**src/rtl/acsw_defines.svh**
```systemverilog
`ifndef ACSW_DEFINES_SVH
`define ACSW_DEFINES_SVH

// register offsets on the plain port
`define ACSW_ADDR_W           8
`define ACSW_ADDR_STATUS      8'h02
`define ACSW_ADDR_IRQ_STAT    8'h10
`define ACSW_ADDR_IRQ_MASK    8'h11

// status word bit positions
`define ACSW_B_BUSY           0
`define ACSW_B_JOG_OK         1
`define ACSW_B_DIRECT_OK      2
`define ACSW_B_STOP_IN        4
`define ACSW_B_GRP_STOP       5
`define ACSW_B_ALL_STOP       6
`define ACSW_B_HSPTP_ACK      7
`define ACSW_B_START_INV      8
`define ACSW_B_DEVACK_FAIL    9
`define ACSW_B_STOP_EXEC      12
`define ACSW_B_POS_DONE       13
`define ACSW_STATUS_RESET     16'h0000

// interrupt status / mask bit positions
`define ACSW_IRQ_W            6
`define ACSW_I_START_INV      0
`define ACSW_I_DEVACK_FAIL    1
`define ACSW_I_STOP_EXEC      2
`define ACSW_I_POS_DONE       3
`define ACSW_I_HSPTP_ACK      4
`define ACSW_I_STOP_IN        5
`define ACSW_IRQ_RESET        6'h00

// deviation-counter reset acknowledge wait
`define ACSW_CLK_NS           4
`define ACSW_DEVACK_WAIT_NS   100000
`define ACSW_DEVACK_CYC       ((`ACSW_DEVACK_WAIT_NS + `ACSW_CLK_NS - 1) / `ACSW_CLK_NS)

`endif

```
**src/rtl/acsw_pkg.sv**
```systemverilog
package acsw_pkg;

   // state reported by the motion generator, same clock
   typedef struct packed {
      logic busy;
      logic memory_op;
      logic axis_assigned;
      logic jog_ok;
      logic direct_ok;
      logic manual_mode;
      logic direct_mode;
      logic origin_search;
      logic grp_stop_bit;
      logic all_stop_bit;
      logic sys_stopped;
   } acsw_motion_t;

   // one-cycle events from the motion generator and command decoder
   typedef struct packed {
      logic start_req;
      logic hs_ptp;
      logic cond_fail;
      logic start_error;
      logic prio_conflict;
      logic imm_stop_cmd;
      logic dec_stop_cmd;
      logic dev_reset_out;
      logic halted;
      logic halt_decel;
      logic halt_dev_reset;
      logic halt_servo_unlock;
      logic halt_error;
      logic move_done;
      logic done_positioning;
      logic done_origin_search;
      logic done_origin_return;
      logic jog_stopped;
   } acsw_event_t;

   typedef struct packed {
      logic [1:0] unused15;
      logic       pos_done;
      logic       stop_exec;
      logic [1:0] unused11;
      logic       devack_fail;
      logic       start_inv;
      logic       hsptp_ack;
      logic       all_stop;
      logic       grp_stop;
      logic       stop_in;
      logic       unused3;
      logic       direct_ok;
      logic       jog_ok;
      logic       busy;
   } acsw_status_t;

   typedef enum logic [0:0] {ACSW_ACK_IDLE, ACSW_ACK_WAIT} acsw_ack_state_t;

endpackage

```
**src/rtl/acsw_top.sv**
```systemverilog
// Local design decision: the plain strobed port.
`timescale 1ns/1ns
`include "acsw_defines.svh"
// Summary of operation
// RULE_01: busy bit 0 is high while the axis carries out an operation.
// RULE_02: in memory operation, an unassigned axis also shows busy.
// RULE_03: bit 1 high while a jog may be started.
// RULE_04: bit 2 high while a direct operation may be started.
// RULE_05: bit 4 set by stop commands taken or by emergency or deceleration inputs.
// RULE_06: no start request is taken while bit 4 is set.
// RULE_07: bit 5 follows the group-stop command, and holds once taken and stopped.
// RULE_08: bit 6 follows the stop-all command, and holds once taken and stopped.
// RULE_09: bit 7 acknowledges a taken high-speed point-to-point start.
// RULE_10: bit 8 set when a start fails its starting conditions.
// RULE_11: bit 8 also set on a start error or a priority conflict.
// RULE_12: bit 9 set when a deviation reset in origin search goes unacknowledged.
// RULE_13: bit 12 set on manual/direct halt by decel stop, deviation reset or unlock.
// RULE_14: bit 12 also set when motion halts on an error.
// RULE_15: bit 13 set when direct positioning, origin search or return finishes.
// RULE_16: bit 13 also set when a direct-mode jog is stopped.
// RULE_17: bits 3, 10, 11, 14 and 15 always read zero.
module acsw_top #(
   parameter int unsigned DEVACK_CYC = `ACSW_DEVACK_CYC
) (
   input  wire logic                      clock,
   input  wire logic                      rstn,
   input  wire acsw_pkg::acsw_motion_t    motion,
   input  wire acsw_pkg::acsw_event_t     ev,
   input  wire logic                      estop_pin,
   input  wire logic                      decel_pin,
   input  wire logic                      devack_pin,
   input  wire logic [`ACSW_ADDR_W-1:0]   addr,
   input  wire logic [15:0]               wdata,
   input  wire logic                      wr,
   input  wire logic                      rd,
   output logic [15:0]                    rdata_q,
   output logic                           start_accept_q,
   output logic                           irq_q
);
   import acsw_pkg::*;

   // pin synchronisers: stage 1 feeds only stage 2
   logic [2:0] pin_s1_q;
   logic [2:0] pin_s2_q;
   logic       estop_s;
   logic       decel_s;
   logic       devack_s;

   always_ff @(posedge clock or negedge rstn) begin
      if (!rstn) begin
         pin_s1_q <= 3'h0;
         pin_s2_q <= 3'h0;
      end else begin
         pin_s1_q <= {devack_pin, decel_pin, estop_pin};
         pin_s2_q <= pin_s1_q;
      end
   end
   assign estop_s  = pin_s2_q[0];
   assign decel_s  = pin_s2_q[1];
   assign devack_s = pin_s2_q[2];

   // status state
   logic            stop_q,     stop_d;
   logic            grp_hold_q, grp_hold_d;
   logic            all_hold_q, all_hold_d;
   logic            hsptp_q,    hsptp_d;
   logic            inv_q,      inv_d;
   logic            devf_q,     devf_d;
   logic            sexec_q,    sexec_d;
   logic            pdone_q,    pdone_d;
   logic            acc_d;
   acsw_ack_state_t ack_st_q,   ack_st_d;
   logic [31:0]     ack_cnt_q,  ack_cnt_d;
   logic            stop_set, start_bad, start_ok, devf_set, sexec_set, pdone_set;

   always_comb begin
      stop_set  = ev.imm_stop_cmd | ev.dec_stop_cmd | estop_s | decel_s;      // RULE_05
      start_bad = ev.cond_fail | ev.start_error | ev.prio_conflict;
      start_ok  = ev.start_req & !stop_q & !start_bad;                        // RULE_06
      acc_d     = start_ok;
      // a latched stop clears only once the axis is idle and no source remains
      stop_d    = stop_set | (stop_q & motion.busy);
      grp_hold_d = (motion.grp_stop_bit & motion.sys_stopped)                 // RULE_07
                   | (grp_hold_q & !start_ok);
      all_hold_d = (motion.all_stop_bit & motion.sys_stopped)                 // RULE_08
                   | (all_hold_q & !start_ok);
      // event bits clear when a new start is taken; a new set wins
      hsptp_d   = (start_ok & ev.hs_ptp) | (hsptp_q & !(ev.start_req & !stop_q)); // RULE_09
      inv_d     = (ev.start_req & !stop_q & start_bad)                        // RULE_10 RULE_11
                  | (inv_q & !start_ok);
      sexec_set = ev.halted & ((motion.manual_mode | motion.direct_mode)      // RULE_13
                  & (ev.halt_decel | ev.halt_dev_reset | ev.halt_servo_unlock)
                  | ev.halt_error);                                           // RULE_14
      sexec_d   = sexec_set | (sexec_q & !start_ok);
      pdone_set = motion.direct_mode & ((ev.move_done & (ev.done_positioning  // RULE_15
                  | ev.done_origin_search | ev.done_origin_return))
                  | ev.jog_stopped);                                          // RULE_16
      pdone_d   = pdone_set | (pdone_q & !start_ok);
      // deviation reset acknowledge watchdog
      ack_st_d  = ack_st_q;
      ack_cnt_d = ack_cnt_q;
      devf_set  = 1'b0;
      unique case (ack_st_q)
         ACSW_ACK_IDLE: begin
            if (ev.dev_reset_out && motion.origin_search) begin
               ack_st_d  = ACSW_ACK_WAIT;
               ack_cnt_d = 32'h0;
            end
         end
         ACSW_ACK_WAIT: begin
            if (devack_s || !motion.origin_search) begin
               ack_st_d = ACSW_ACK_IDLE;
            end else if (ack_cnt_q == DEVACK_CYC - 1) begin
               ack_st_d = ACSW_ACK_IDLE;
               devf_set = 1'b1;                                               // RULE_12
            end else begin
               ack_cnt_d = ack_cnt_q + 32'h1;
            end
         end
      endcase
      devf_d = devf_set | (devf_q & !(ev.dev_reset_out && motion.origin_search));
   end

   always_ff @(posedge clock or negedge rstn) begin
      if (!rstn) begin
         stop_q         <= 1'b0;
         grp_hold_q     <= 1'b0;
         all_hold_q     <= 1'b0;
         hsptp_q        <= 1'b0;
         inv_q          <= 1'b0;
         devf_q         <= 1'b0;
         sexec_q        <= 1'b0;
         pdone_q        <= 1'b0;
         start_accept_q <= 1'b0;
         ack_st_q       <= ACSW_ACK_IDLE;
         ack_cnt_q      <= 32'h0;
      end else begin
         stop_q         <= stop_d;
         grp_hold_q     <= grp_hold_d;
         all_hold_q     <= all_hold_d;
         hsptp_q        <= hsptp_d;
         inv_q          <= inv_d;
         devf_q         <= devf_d;
         sexec_q        <= sexec_d;
         pdone_q        <= pdone_d;
         start_accept_q <= acc_d;
         ack_st_q       <= ack_st_d;
         ack_cnt_q      <= ack_cnt_d;
      end
   end

   // live status image; level bits follow the engine without delay
   acsw_status_t st;
   always_comb begin
      st             = acsw_status_t'(`ACSW_STATUS_RESET);                   // RULE_17
      st.busy        = motion.busy | (motion.memory_op & !motion.axis_assigned); // RULE_01 RULE_02
      st.jog_ok      = motion.jog_ok;                                         // RULE_03
      st.direct_ok   = motion.direct_ok;                                      // RULE_04
      st.stop_in     = stop_q;
      st.grp_stop    = motion.grp_stop_bit | grp_hold_q;                      // RULE_07
      st.all_stop    = motion.all_stop_bit | all_hold_q;                      // RULE_08
      st.hsptp_ack   = hsptp_q;
      st.start_inv   = inv_q;
      st.devack_fail = devf_q;
      st.stop_exec   = sexec_q;
      st.pos_done    = pdone_q;
   end

   // interrupt status: rising edges of event bits, write one to clear
   logic [`ACSW_IRQ_W-1:0] ist_q, ist_d;
   logic [`ACSW_IRQ_W-1:0] imask_q, imask_d;
   logic [`ACSW_IRQ_W-1:0] ev_now, ev_prev_q;
   logic [15:0]            rdata_d;
   logic                   irq_d;

   // one address decode shared by both register write strobes
   function automatic logic reg_hit(input logic                    s,
                                    input logic [`ACSW_ADDR_W-1:0] a,
                                    input logic [`ACSW_ADDR_W-1:0] o);
      reg_hit = s && (a == o);
   endfunction

   always_comb begin
      ev_now = {stop_q, hsptp_q, pdone_q, sexec_q, devf_q, inv_q};
      // set beats a clear landing in the same cycle
      ist_d  = ist_q;
      if (reg_hit(wr, addr, `ACSW_ADDR_IRQ_STAT)) begin
         ist_d = ist_q & ~wdata[`ACSW_IRQ_W-1:0];
      end
      ist_d   = ist_d | (ev_now & ~ev_prev_q);
      imask_d = imask_q;
      if (reg_hit(wr, addr, `ACSW_ADDR_IRQ_MASK)) begin
         imask_d = wdata[`ACSW_IRQ_W-1:0];
      end
      irq_d   = |(ist_d & imask_d);
      rdata_d = 16'h0000;
      if (rd) begin
         unique case (addr)
            `ACSW_ADDR_STATUS:   rdata_d = st;
            `ACSW_ADDR_IRQ_STAT: rdata_d = {10'h000, ist_q};
            `ACSW_ADDR_IRQ_MASK: rdata_d = {10'h000, imask_q};
            default:             rdata_d = 16'h0000;
         endcase
      end
   end

   always_ff @(posedge clock or negedge rstn) begin
      if (!rstn) begin
         ist_q     <= `ACSW_IRQ_RESET;
         imask_q   <= `ACSW_IRQ_RESET;
         ev_prev_q <= `ACSW_IRQ_RESET;
         irq_q     <= 1'b0;
         rdata_q   <= 16'h0000;
      end else begin
         ist_q     <= ist_d;
         imask_q   <= imask_d;
         ev_prev_q <= ev_now;
         irq_q     <= irq_d;
         rdata_q   <= rdata_d;
      end
   end
endmodule

```
**config.mk**
```make
export PLATFORM = sky130hd
export DESIGN_NAME = acsw_top
export DESIGN_NICKNAME = d
export VERILOG_FILES = /design/src/rtl/acsw_pkg.sv /design/src/rtl/acsw_top.sv
export VERILOG_INCLUDE_DIRS = /design/src /design/src/rtl
export SDC_FILE = /design/constraint.sdc
export NUM_CORES = 1
export LEC_CHECK = 0
export ABC_AREA = 1
export BUFFER_PORTS_ARGS = -buffer_cell sky130_fd_sc_hd__buf_2
export CAP_MARGIN = 5
export CORE_MARGIN = 1
export CORE_UTILIZATION = 50
export CTS_CLUSTER_SIZE = 25
export DETAILED_ROUTE_END_ITERATION = 10
export PLACE_DENSITY = 0.72
export SETUP_SLACK_MARGIN = 0.5
export SLEW_MARGIN = 30
export SYNTH_ARGS = -nofsm -noshare
export SYNTH_HDL_FRONTEND = slang
export SYNTH_SLANG_ARGS = --single-unit
```
**constraint.sdc**
```tcl
create_clock -name clock -period 2 [get_ports clock]
set_input_delay 0.4 -clock clock [delete_from_list [all_inputs] [get_ports clock]]
set_output_delay 0.4 -clock clock [all_outputs]
set_load 0.02 [all_outputs]
```
=== Word-level counts from Yosys, hierarchy flattened ===
Cells that the tools add are included.

* Bits in registers: 83
* Bits of input ports: 60
* Output and inout bits: 18
* Word-level logic and storage cells: 103

* Add/subtract/negate cells: 1
* Equal/unequal tests: 7
* Muxes and demuxes: 15
* Bitwise logic cells: 49
* Reductions and logical operators: 13

{| class="wikitable"
|+ Operator list
! kind !! number
|-
| two-way mux 32 bit || 3
|-
| case mux 32 bit (2 select lines) || 1
|-
| case mux 14 bit (3 select lines) || 1
|-
| adder 32 x 1 -> 32 bit (second input constant) || 1
|-
| equality test 32 x 15 -> 1 bit (second input constant) || 1
|-
| bitwise OR 1 bit || 23
|-
| AND 1 bit || 19
|-
| AND 6 bit || 3
|-
| equality test 8 x 5 -> 1 bit (second input constant) || 2
|-
| two-way mux 16 bit || 1
|-
| two-way mux 6 bit || 2
|-
| inverter 6 bit || 2
|-
| equality test 8 x 2 -> 1 bit (second input constant) || 1
|-
| zero test 1 bit || 7
|-
| two-way mux 1 bit || 6
|-
| inequality test 2 bit (second input constant) || 3
|-
| bitwise OR 6 bit || 1
|-
| OR reduction 6 bit || 1
|-
| logical AND 1 bit || 3
|-
| AND reduction 3 bit || 1
|-
| case mux 1 bit (2 select lines) || 1
|-
| logical OR 1 bit || 1
|-
| inverter 1 bit || 1
|}

=== Longest topological paths before layout ===
Gate-level depths: netlist of the first run.

* Word-level depth: 7
* Depth in mapped cells: 11
* Gate-level depth less buffers: 11

=== Worst setup path after synthesis of the first run ===
Ideal clock, no wire load.

* Path kind: reg-to-reg
* From: register ack_cnt_q[0]
* To: register ack_cnt_q[28]
* Setup time: 0.117 ns
* Arrival: 1.450 ns
* Data required time: 1.883 ns
* Setup slack: 0.433 ns
* Stages on the path, launching flop included: 11
* Path buffers: 0
* Clock period less this slack: 1.567 ns
* Cell sequence: dfrtp_1 > ha_1 > inv_1 > nor2_4 > inv_1 > nor2_1 > nand3_1 > nand2_1 > nor2_1 > nand2_1 > nand2_1

* Longest elaborated chain between the ends: 4
* Elaborated cells between the ends (all ways): 7
* Those cells by class: add/sub: 1; eq/ne: 2; mux: 3; reduce/logical: 1

{| class="wikitable"
|+ Ends and longest elaborated chain
! element !! RTL line !! text
|-
| start, declared || acsw_top.sv:73 || <nowiki>logic [31:0] ack_cnt_q, ack_cnt_d;</nowiki>
|-
| start signal, assigned || acsw_top.sv:148 || <nowiki>ack_cnt_q <= ack_cnt_d;</nowiki>
|-
| adder 32 x 1 -> 32 bit || acsw_top.sv:117 || <nowiki>ack_cnt_d = ack_cnt_q + 32'h1;</nowiki>
|-
| two-way mux 32 bit || acsw_top.sv:113 || <nowiki>end else if (ack_cnt_q == DEVACK_CYC - 1) begin</nowiki>
|-
| two-way mux 32 bit || acsw_top.sv:111 || <nowiki>if (devack_s || !motion.origin_search) begin</nowiki>
|-
| case mux 32 bit (2 select lines) || acsw_top.sv:103 || <nowiki>unique case (ack_st_q)</nowiki>
|}

Several ways; a longest one is shown, not always the timed one. The select of a mux whose other input is x is not followed.
A chain may end at the register's enable or synchronous reset.

=== Final worst setup path of the first run ===
* From: register ack_cnt_q[14]
* To: register ack_cnt_q[23]

Same word-level chain as after synthesis.

==> metrics.yaml, run 1 <==
status:
  status: "complete, no violations"
critical_path:
  cp_slowest_cell: "dfrtp_1"
  crit_top_cell: "nand2_1"
  crit_buf_inv: 1
  cp_max_fo: 8
  worstSetupPathType: "register to register"
  end_kind: "register"
  slowest_delay_ns: 0.38
  crit_family: "simple AND/OR/NAND/NOR gates"
  required_ns: 2.29
  arrival_ns: 1.98
  cp_cell_sequence: "nand2_1 > nor3_2 > nand2_1 > nor3_4 > nand2_4 > nand2_4 > clkbuf_16 > nand3_1 > nand2_1"
  start_kind: "register"
logic_synthesis:
  post_synth_num_cell_types: 33
  syn_area_mm2: 0.00434
  avgSynthCellArea_um2: 7.13
  ys.flop_type: "dfrtp_1"
  synth-edff-count: 0
  netlist_instances: 609
  synth-seq-area-share: 0.455
  synthArstFlopShare: 1.00
  ys_warn_count: 0
  ys_ff_latch: 79
global_route:
  busiest_layer: "met2"
  met3_usage: 0.0582
  grtUsageMet2: 0.488
  antenna_found_initial: 0
  grt_max_degree: 39
  track_usage: 0.277
  grt_pass1_vias: 4164
  grt_remaining_overflow: 0
  met1_usage: 0.307
  grt_pass1_wl_um: 18800
floorplanning:
  die_w_um: 95.2
  io_pins: 78
  row_count: 33
  initial_core_util: 0.523
  design.die.area_mm2: 0.00906
  core_area_mm2: 0.00830
  dieHeight_um: 95.2
drt:
  routedWlPerCell_um: 14.7
  drt_pass1_iterations: 5
  drc_errors: 0
  viasPerCell: 5.22
  ant_nets: 0
  via_count: 4287
  routed_wl_um: 12100
  drt_iter0_markers: 266
clocking:
  cts-root-buf: "clkbuf_8"
  cts_buffers: 9
  worstSkewPairLatency_ns: 0.36
  ctsHtreeMaxLevel: 3
  clk_pin_slew_worst_paths_ns: 0.09
  numClockSinks: 79
  clockBufferDepth: 2
  cts_tree: "yes"
sta:
  setup_viol: 0
  tns_ns: 0
  clock_skew_ns: 0.0107
  final-hold-violation-count: 0
  min_period_ns: 1.68
  tightest_slew_ns: 0.704
  rsz0062_at_grt: "yes"
  slew_violations: 0
  maxClockFrequency_mhz: 594
  post-route-period-util: 0.841
  relSlewSlack: 0.529
finish:
  nets: 772
  n_antenna_cell: 0
  drive_above_1_share: 0.229
  mostFrequentLayoutCells: "nand2_1 (222), nor2_1 (96), dfrtp_1 (71), buf_2 (62), nand3_1 (58)"
  areaGrowthSynthToFinish_pct: 26.3
  final_common_cell: "nand2_1"
  final_area_mm2: 0.00549
power:
  vdd_drop_max_v: 0.000301
  leakagePower_nw: 2.71
  power_density_mw_per_mm2: 603
place:
  port_buffers: 63
  gp_congestion: 0.923
  placed_cell_area_mm2: 0.00481
  dp_hpwl_um: 7790
flow_run:
  maxCapViolations: 0
hold_path:
  holdCritPathClass: "input pin to register"
==> logic make-up after synthesis <==
kind of cell | Yosys count | synth area share
flops | 79 | 0.455
simple gates | 416 | 0.401
xor+xnor | 15 | 0.0303
other cells | 1 | 0.000863
fa+ha+maj | 1 | 0.00288
buf+inv | 74 | 0.0758
compound gates | 23 | 0.0340
==> cell type report <==
class,instances,area [um^2]
inverter,57,214
timing repair buffer,101,718
tap,105,131
multi-input combinational,463,2220
sequential,79,1990
clock inverter,6,92.6
fill,720,2810
clock buffer,10,128
==> report_power, final <==
group	internal (mW)	switching, mW
Clock	0.712	0.622
Sequential	1.63	0.0194
Combinational	0.121	0.203
Total	2.47	0.845
==> path summary, 6_finish.rpt <==
check                                    from             to  slack (ns)  cells past startpoint
worst max-delay path            ack_cnt_q[14]  ack_cnt_q[23]        0.32                      9
min in group asynchronous                rstn     rdata_q[4]        0.55                      2
worst min-delay path                estop_pin    pin_s1_q[0]        0.15                      1
worst max register to register  ack_cnt_q[14]  ack_cnt_q[23]        0.32                      9
max in group asynchronous                rstn  ack_cnt_q[24]        0.83                      3
worst min register to register    pin_s1_q[2]    pin_s2_q[2]        0.36                      0
==> Yosys cell counts, types with 2 or more instances <==
| library cell | instances | share of area |
|---|---|---|
| a21oi_1 | 2 | 0.0023 |
| buf_2 | 2 | 0.0023 |
| buf_4 | 7 | 0.012 |
| buf_6 | 3 | 0.0078 |
| clkbuf_1 | 5 | 0.0043 |
| dfrtp_1 | 79 | 0.46 |
| inv_1 | 56 | 0.048 |
| nand2_1 | 223 | 0.19 |
| nand2_4 | 2 | 0.0052 |
| nand3_1 | 64 | 0.074 |
| nand4_1 | 5 | 0.0072 |
| nor2_1 | 102 | 0.088 |
| nor2_2 | 4 | 0.0058 |
| nor2_4 | 3 | 0.0078 |
| nor3_1 | 3 | 0.0035 |
| nor3_2 | 2 | 0.0046 |
| nor4_1 | 2 | 0.0029 |
| o211ai_1 | 4 | 0.0069 |
| o21ai_0 | 11 | 0.013 |
| or2_2 | 4 | 0.0058 |
| xnor2_1 | 8 | 0.016 |
| xor2_1 | 7 | 0.014 |
==> registers in the layout, summed over array words and instances, names as in the netlist, 3 cells and up, named ones only <==
| name | cells |
|---|---|
| imask_q | 6 |
| pin_s2_q | 3 |
| rdata_q | 12 |
| ev_prev_q | 6 |
| ist_q | 6 |
| ack_cnt_q | 32 |
| pin_s1_q | 3 |
==> per-stage QoR <==
step           cells  hold WS (ns)  setup WS [ns]  utilization  power (mW)
2_1_floorplan    612         0.104          0.528            -        1.82
3_3_place_gp     775         0.332          0.190        0.579        1.94
3_5_place_dp     775         0.337          0.179        0.579        1.94
4_1_cts          817         0.123          0.359        0.648        3.34
5_1_grt          821         0.130          0.224        0.661        3.44
6_report         821         0.148          0.318        0.661        3.31
==> worst register-to-register path, stage by stage, from the launching register on <==
cell and delay, ns:
dfrtp_1 0.38, nand2_1 0.12, nor3_2 0.15, nand2_1 0.11, nor3_4 0.22, nand2_4 0.13, nand2_4 0.18, clkbuf_16 0.19
nand3_1 0.06, nand2_1 0.08
==> layer usage <==
metal | up-vias | wire, um
met3 | 37 | 857
met5 | - | 0
li1 | 2101 | -
met4 | 0 | 421
met2 | 206 | 5970
met1 | 1943 | 4810
==> timing repair <==
item,in CTS,in global routing
setup endpoints to repair,33,34
endpoints found under the hold margin,11,0
setup buffers,22,0
gates resized for setup,28,10
hold buffers,1,0
gates cloned,3,4
pin swaps,6,1
Power figures use the tool's default switching activity.
==> run 2, diff against run 1 <==
Settings changed: ABC_AREA 1 to 0, PLACE_DENSITY 0.72 to 0.73.
Clock period 2 ns to 1.55 ns, I/O delays scaled along.
==> metrics.yaml, run 2 <==
status:
  status: "finished, violations left"
  violations: "setup timing"
power:
  vdd_drop_max_v: 0.000560  # +86%
  power_density_mw_per_mm2: 735  # +22%
  leakagePower_nw: 2.70  # -0.43%
logic_synthesis:
  synthSimpleGateAreaFrac: 0.225  # -0.176
  synth-edff-count: 0  # unchanged
  ys.flop_type: "dfrtp_1"
  avgSynthCellArea_um2: 10.4  # +46%
  synth.area.mux_share: 0.0312  # +0.0312
  netlist_top_cells_count: "dfrtp_1 (79), nand2_1 (25), nor2_1 (21)"
  netlist_instances: 346  # -43%
  post_synth_num_cell_types: 49  # +48%
  yosys.area.top_type_share: 0.548  # +0.0932
  ys_top_cells_by_area: "dfrtp_1 (55%), nand2_1 (2.6%), a21oi_1 (2.5%), mux2i_1 (2.5%), o21ai_0 (2.5%)"
  synth-compound-area-share: 0.124  # +0.0903
  synth-seq-area-share: 0.548  # +0.0932
  synth_top_family_by_area: "simple AND/OR/NAND/NOR gates"
  synth-xor-area-share: 0.0219  # -0.00838
  yosysTopAreaCell: "dfrtp_1"
  synthArstFlopShare: 1.00  # unchanged
  synth.most_common_cell: "dfrtp_1"
  syn_area_mm2: 0.00360  # -17%
  ys_warn_count: 0  # unchanged
  yosys.area_share.adder: 0.00347  # +0.000590
  ys_ff_latch: 79  # unchanged
global_route:
  grt_max_degree: 30  # -23%
  grt_remaining_overflow: 0  # unchanged
  grt_pass1_wl_um: 17500  # -6.6%
  grt_pass1_vias: 3634  # -13%
  track_usage: 0.308  # +0.0314
  antenna_found_initial: 0  # unchanged
floorplanning:
  design.die.area_mm2: 0.00755  # -17%
  io_pins: 78  # unchanged
  row_count: 30  # -9.1%
  die_w_um: 86.9  # -8.7%
  initial_core_util: 0.525  # +0.00148
  dieHeight_um: 86.9  # -8.7%
  core_area_mm2: 0.00687  # -17%
place:
  gp_congestion: 0.843  # -8.6%
  placed_cell_area_mm2: 0.00469  # -2.5%
  dp_hpwl_um: 6470  # -17%
  port_buffers: 63  # unchanged
finish:
  largest_register: "ack_cnt_q"
  top_regs: "ack_cnt_q x32, rdata_q x12"
  final_common_cell: "dfrtp_1"
  fin_util: 0.841  # +0.180
  mostFrequentLayoutCells: "dfrtp_1 (75), buf_4 (69), buf_2 (47), buf_6 (45), nand2_1 (23)"
  largest_register_ffs: 32  # unchanged
  final_area_mm2: 0.00578  # +5.3%
  areaGrowthSynthToFinish_pct: 60.2
  n_antenna_cell: 0  # unchanged
  nets: 571  # -26%
  drive_above_1_share: 0.524  # +0.295
clocking:
  cts_tree: "yes"
  cts-root-buf: "clkbuf_8"
  numClockSinks: 79  # unchanged
  clk_pin_slew_worst_paths_ns: 0.09  # about the same
  clockBufferDepth: 2  # unchanged
  cts_buffers: 9  # unchanged
  worstSkewPairLatency_ns: 0.37  # about the same
  ctsHtreeMaxLevel: 3  # unchanged
drt:
  viasPerCell: 5.88  # +13%
  drc_errors: 0  # unchanged
  drt_iter0_markers: 259  # -2.6%
  routed_wl_um: 11800  # -2.2%
  via_count: 3592  # -16%
  ant_nets: 0  # unchanged
  drt_pass1_iterations: 5  # unchanged
  routedWlPerCell_um: 19.3  # +31%
sta:
  final-hold-violation-count: 0  # unchanged
  clock_skew_ns: 0.0146  # +0.00390 ns
  min_period_ns: 2.06  # +0.380 ns
  slew_violations: 0  # unchanged
  post-route-period-util: 1.33  # +0.490
  setup_slack_ns: -0.513  # -0.830 ns
  maxClockFrequency_mhz: 485  # -18%
  rsz0062_at_grt: "yes"
  hold_ws_ns: 0.0464  # -0.101 ns
  setup_viol: 48  # +48
hold_path:
  worstHoldStart: "estop_pin"
  holdCritPathClass: "input pin to register"
critical_path:
  cp_max_fo: 7  # -1
  arrival_ns: 2.34  # +0.36 ns
  worstSetupPathType: "register to register"
  start_kind: "register"
  r2r_start: "ack_cnt_q[9]"
  end_kind: "register"
  startpoint: "ack_cnt_q[9]"
  required_ns: 1.82  # -0.47 ns
flow_run:
  maxCapViolations: 0  # unchanged
run 2: per-stage QoR:
stage	instances	worst slack (ns)	setup TNS [ns]	total power, mW
final	611	-0.513	-12.21	4.25
after global routing	611	-0.578	-14.76	4.40
after CTS	604	-0.419	-9.20	4.21
after detailed placement	565	-0.703	-18.40	2.48
after global placement	565	-0.610	-15.85	2.47
after floorplan	349	-0.440	-7.23	2.29
run 2: layer usage:
layer	track usage	wire length, um	share of wire	up-vias
li1	-	-	-	1593
met3	0.0654	586	0.050	51
met5	0	0	0	-
met1	0.401	4950	0.42	1769
met4	0.141	426	0.036	0
met2	0.497	5830	0.49	179
run 2: report_power, final:
group	internal (mW)	switching [mW]	total (mW)
clock network	0.919	0.803	1.72
registers	2.11	0.0347	2.14
logic	0.172	0.208	0.380
total	3.20	1.05	4.25
run 2: final timing paths:
check,end,slack (ns),depth (start not counted)
min reg2reg,pin_s2_q[1],0.36,0
max in group asynchronous,ack_cnt_q[15],0.65,3
max,ack_cnt_q[27],-0.51,6
max reg2reg,ack_cnt_q[27],-0.51,6
min,pin_s1_q[0],0.05,1
min in group asynchronous,rdata_q[7],0.41,2
run 2: cell families after synthesis:
logic type | Yosys count
simple gates | 140
flops | 79
compound gates | 68
buf+inv | 37
mux | 11
xor+xnor | 9
fa+ha+maj | 1
other cells | 1
run 2: area by class of cell:
cell class                      count  area, um^2
Multi-Input combinational cell    233        1990
Sequential cell                    79        1980
Timing Repair Buffer              168        1390
Fill cell                         356        1090
Clock buffer                       10         128
Tap cell                           96         120
Clock inverter                      6        92.6
Inverter                           19        76.3
run 2: what timing repair did:
action	CTS	global route
gates resized for setup	103	51
gates cloned	1	0
setup buffers	21	7
pin swaps	24	19
setup endpoints to repair	80	80
hold buffers	1	0
endpoints found under the hold margin	23	0
run 2: worst max-delay path, cell delays in order, from the launching register on:
cell and delay (ns):
dfrtp_1 0.40, nand3_1 0.10, or3_4 0.39, or3_4 0.36, buf_6 0.15, or4_1 0.40
a21oi_1 0.18
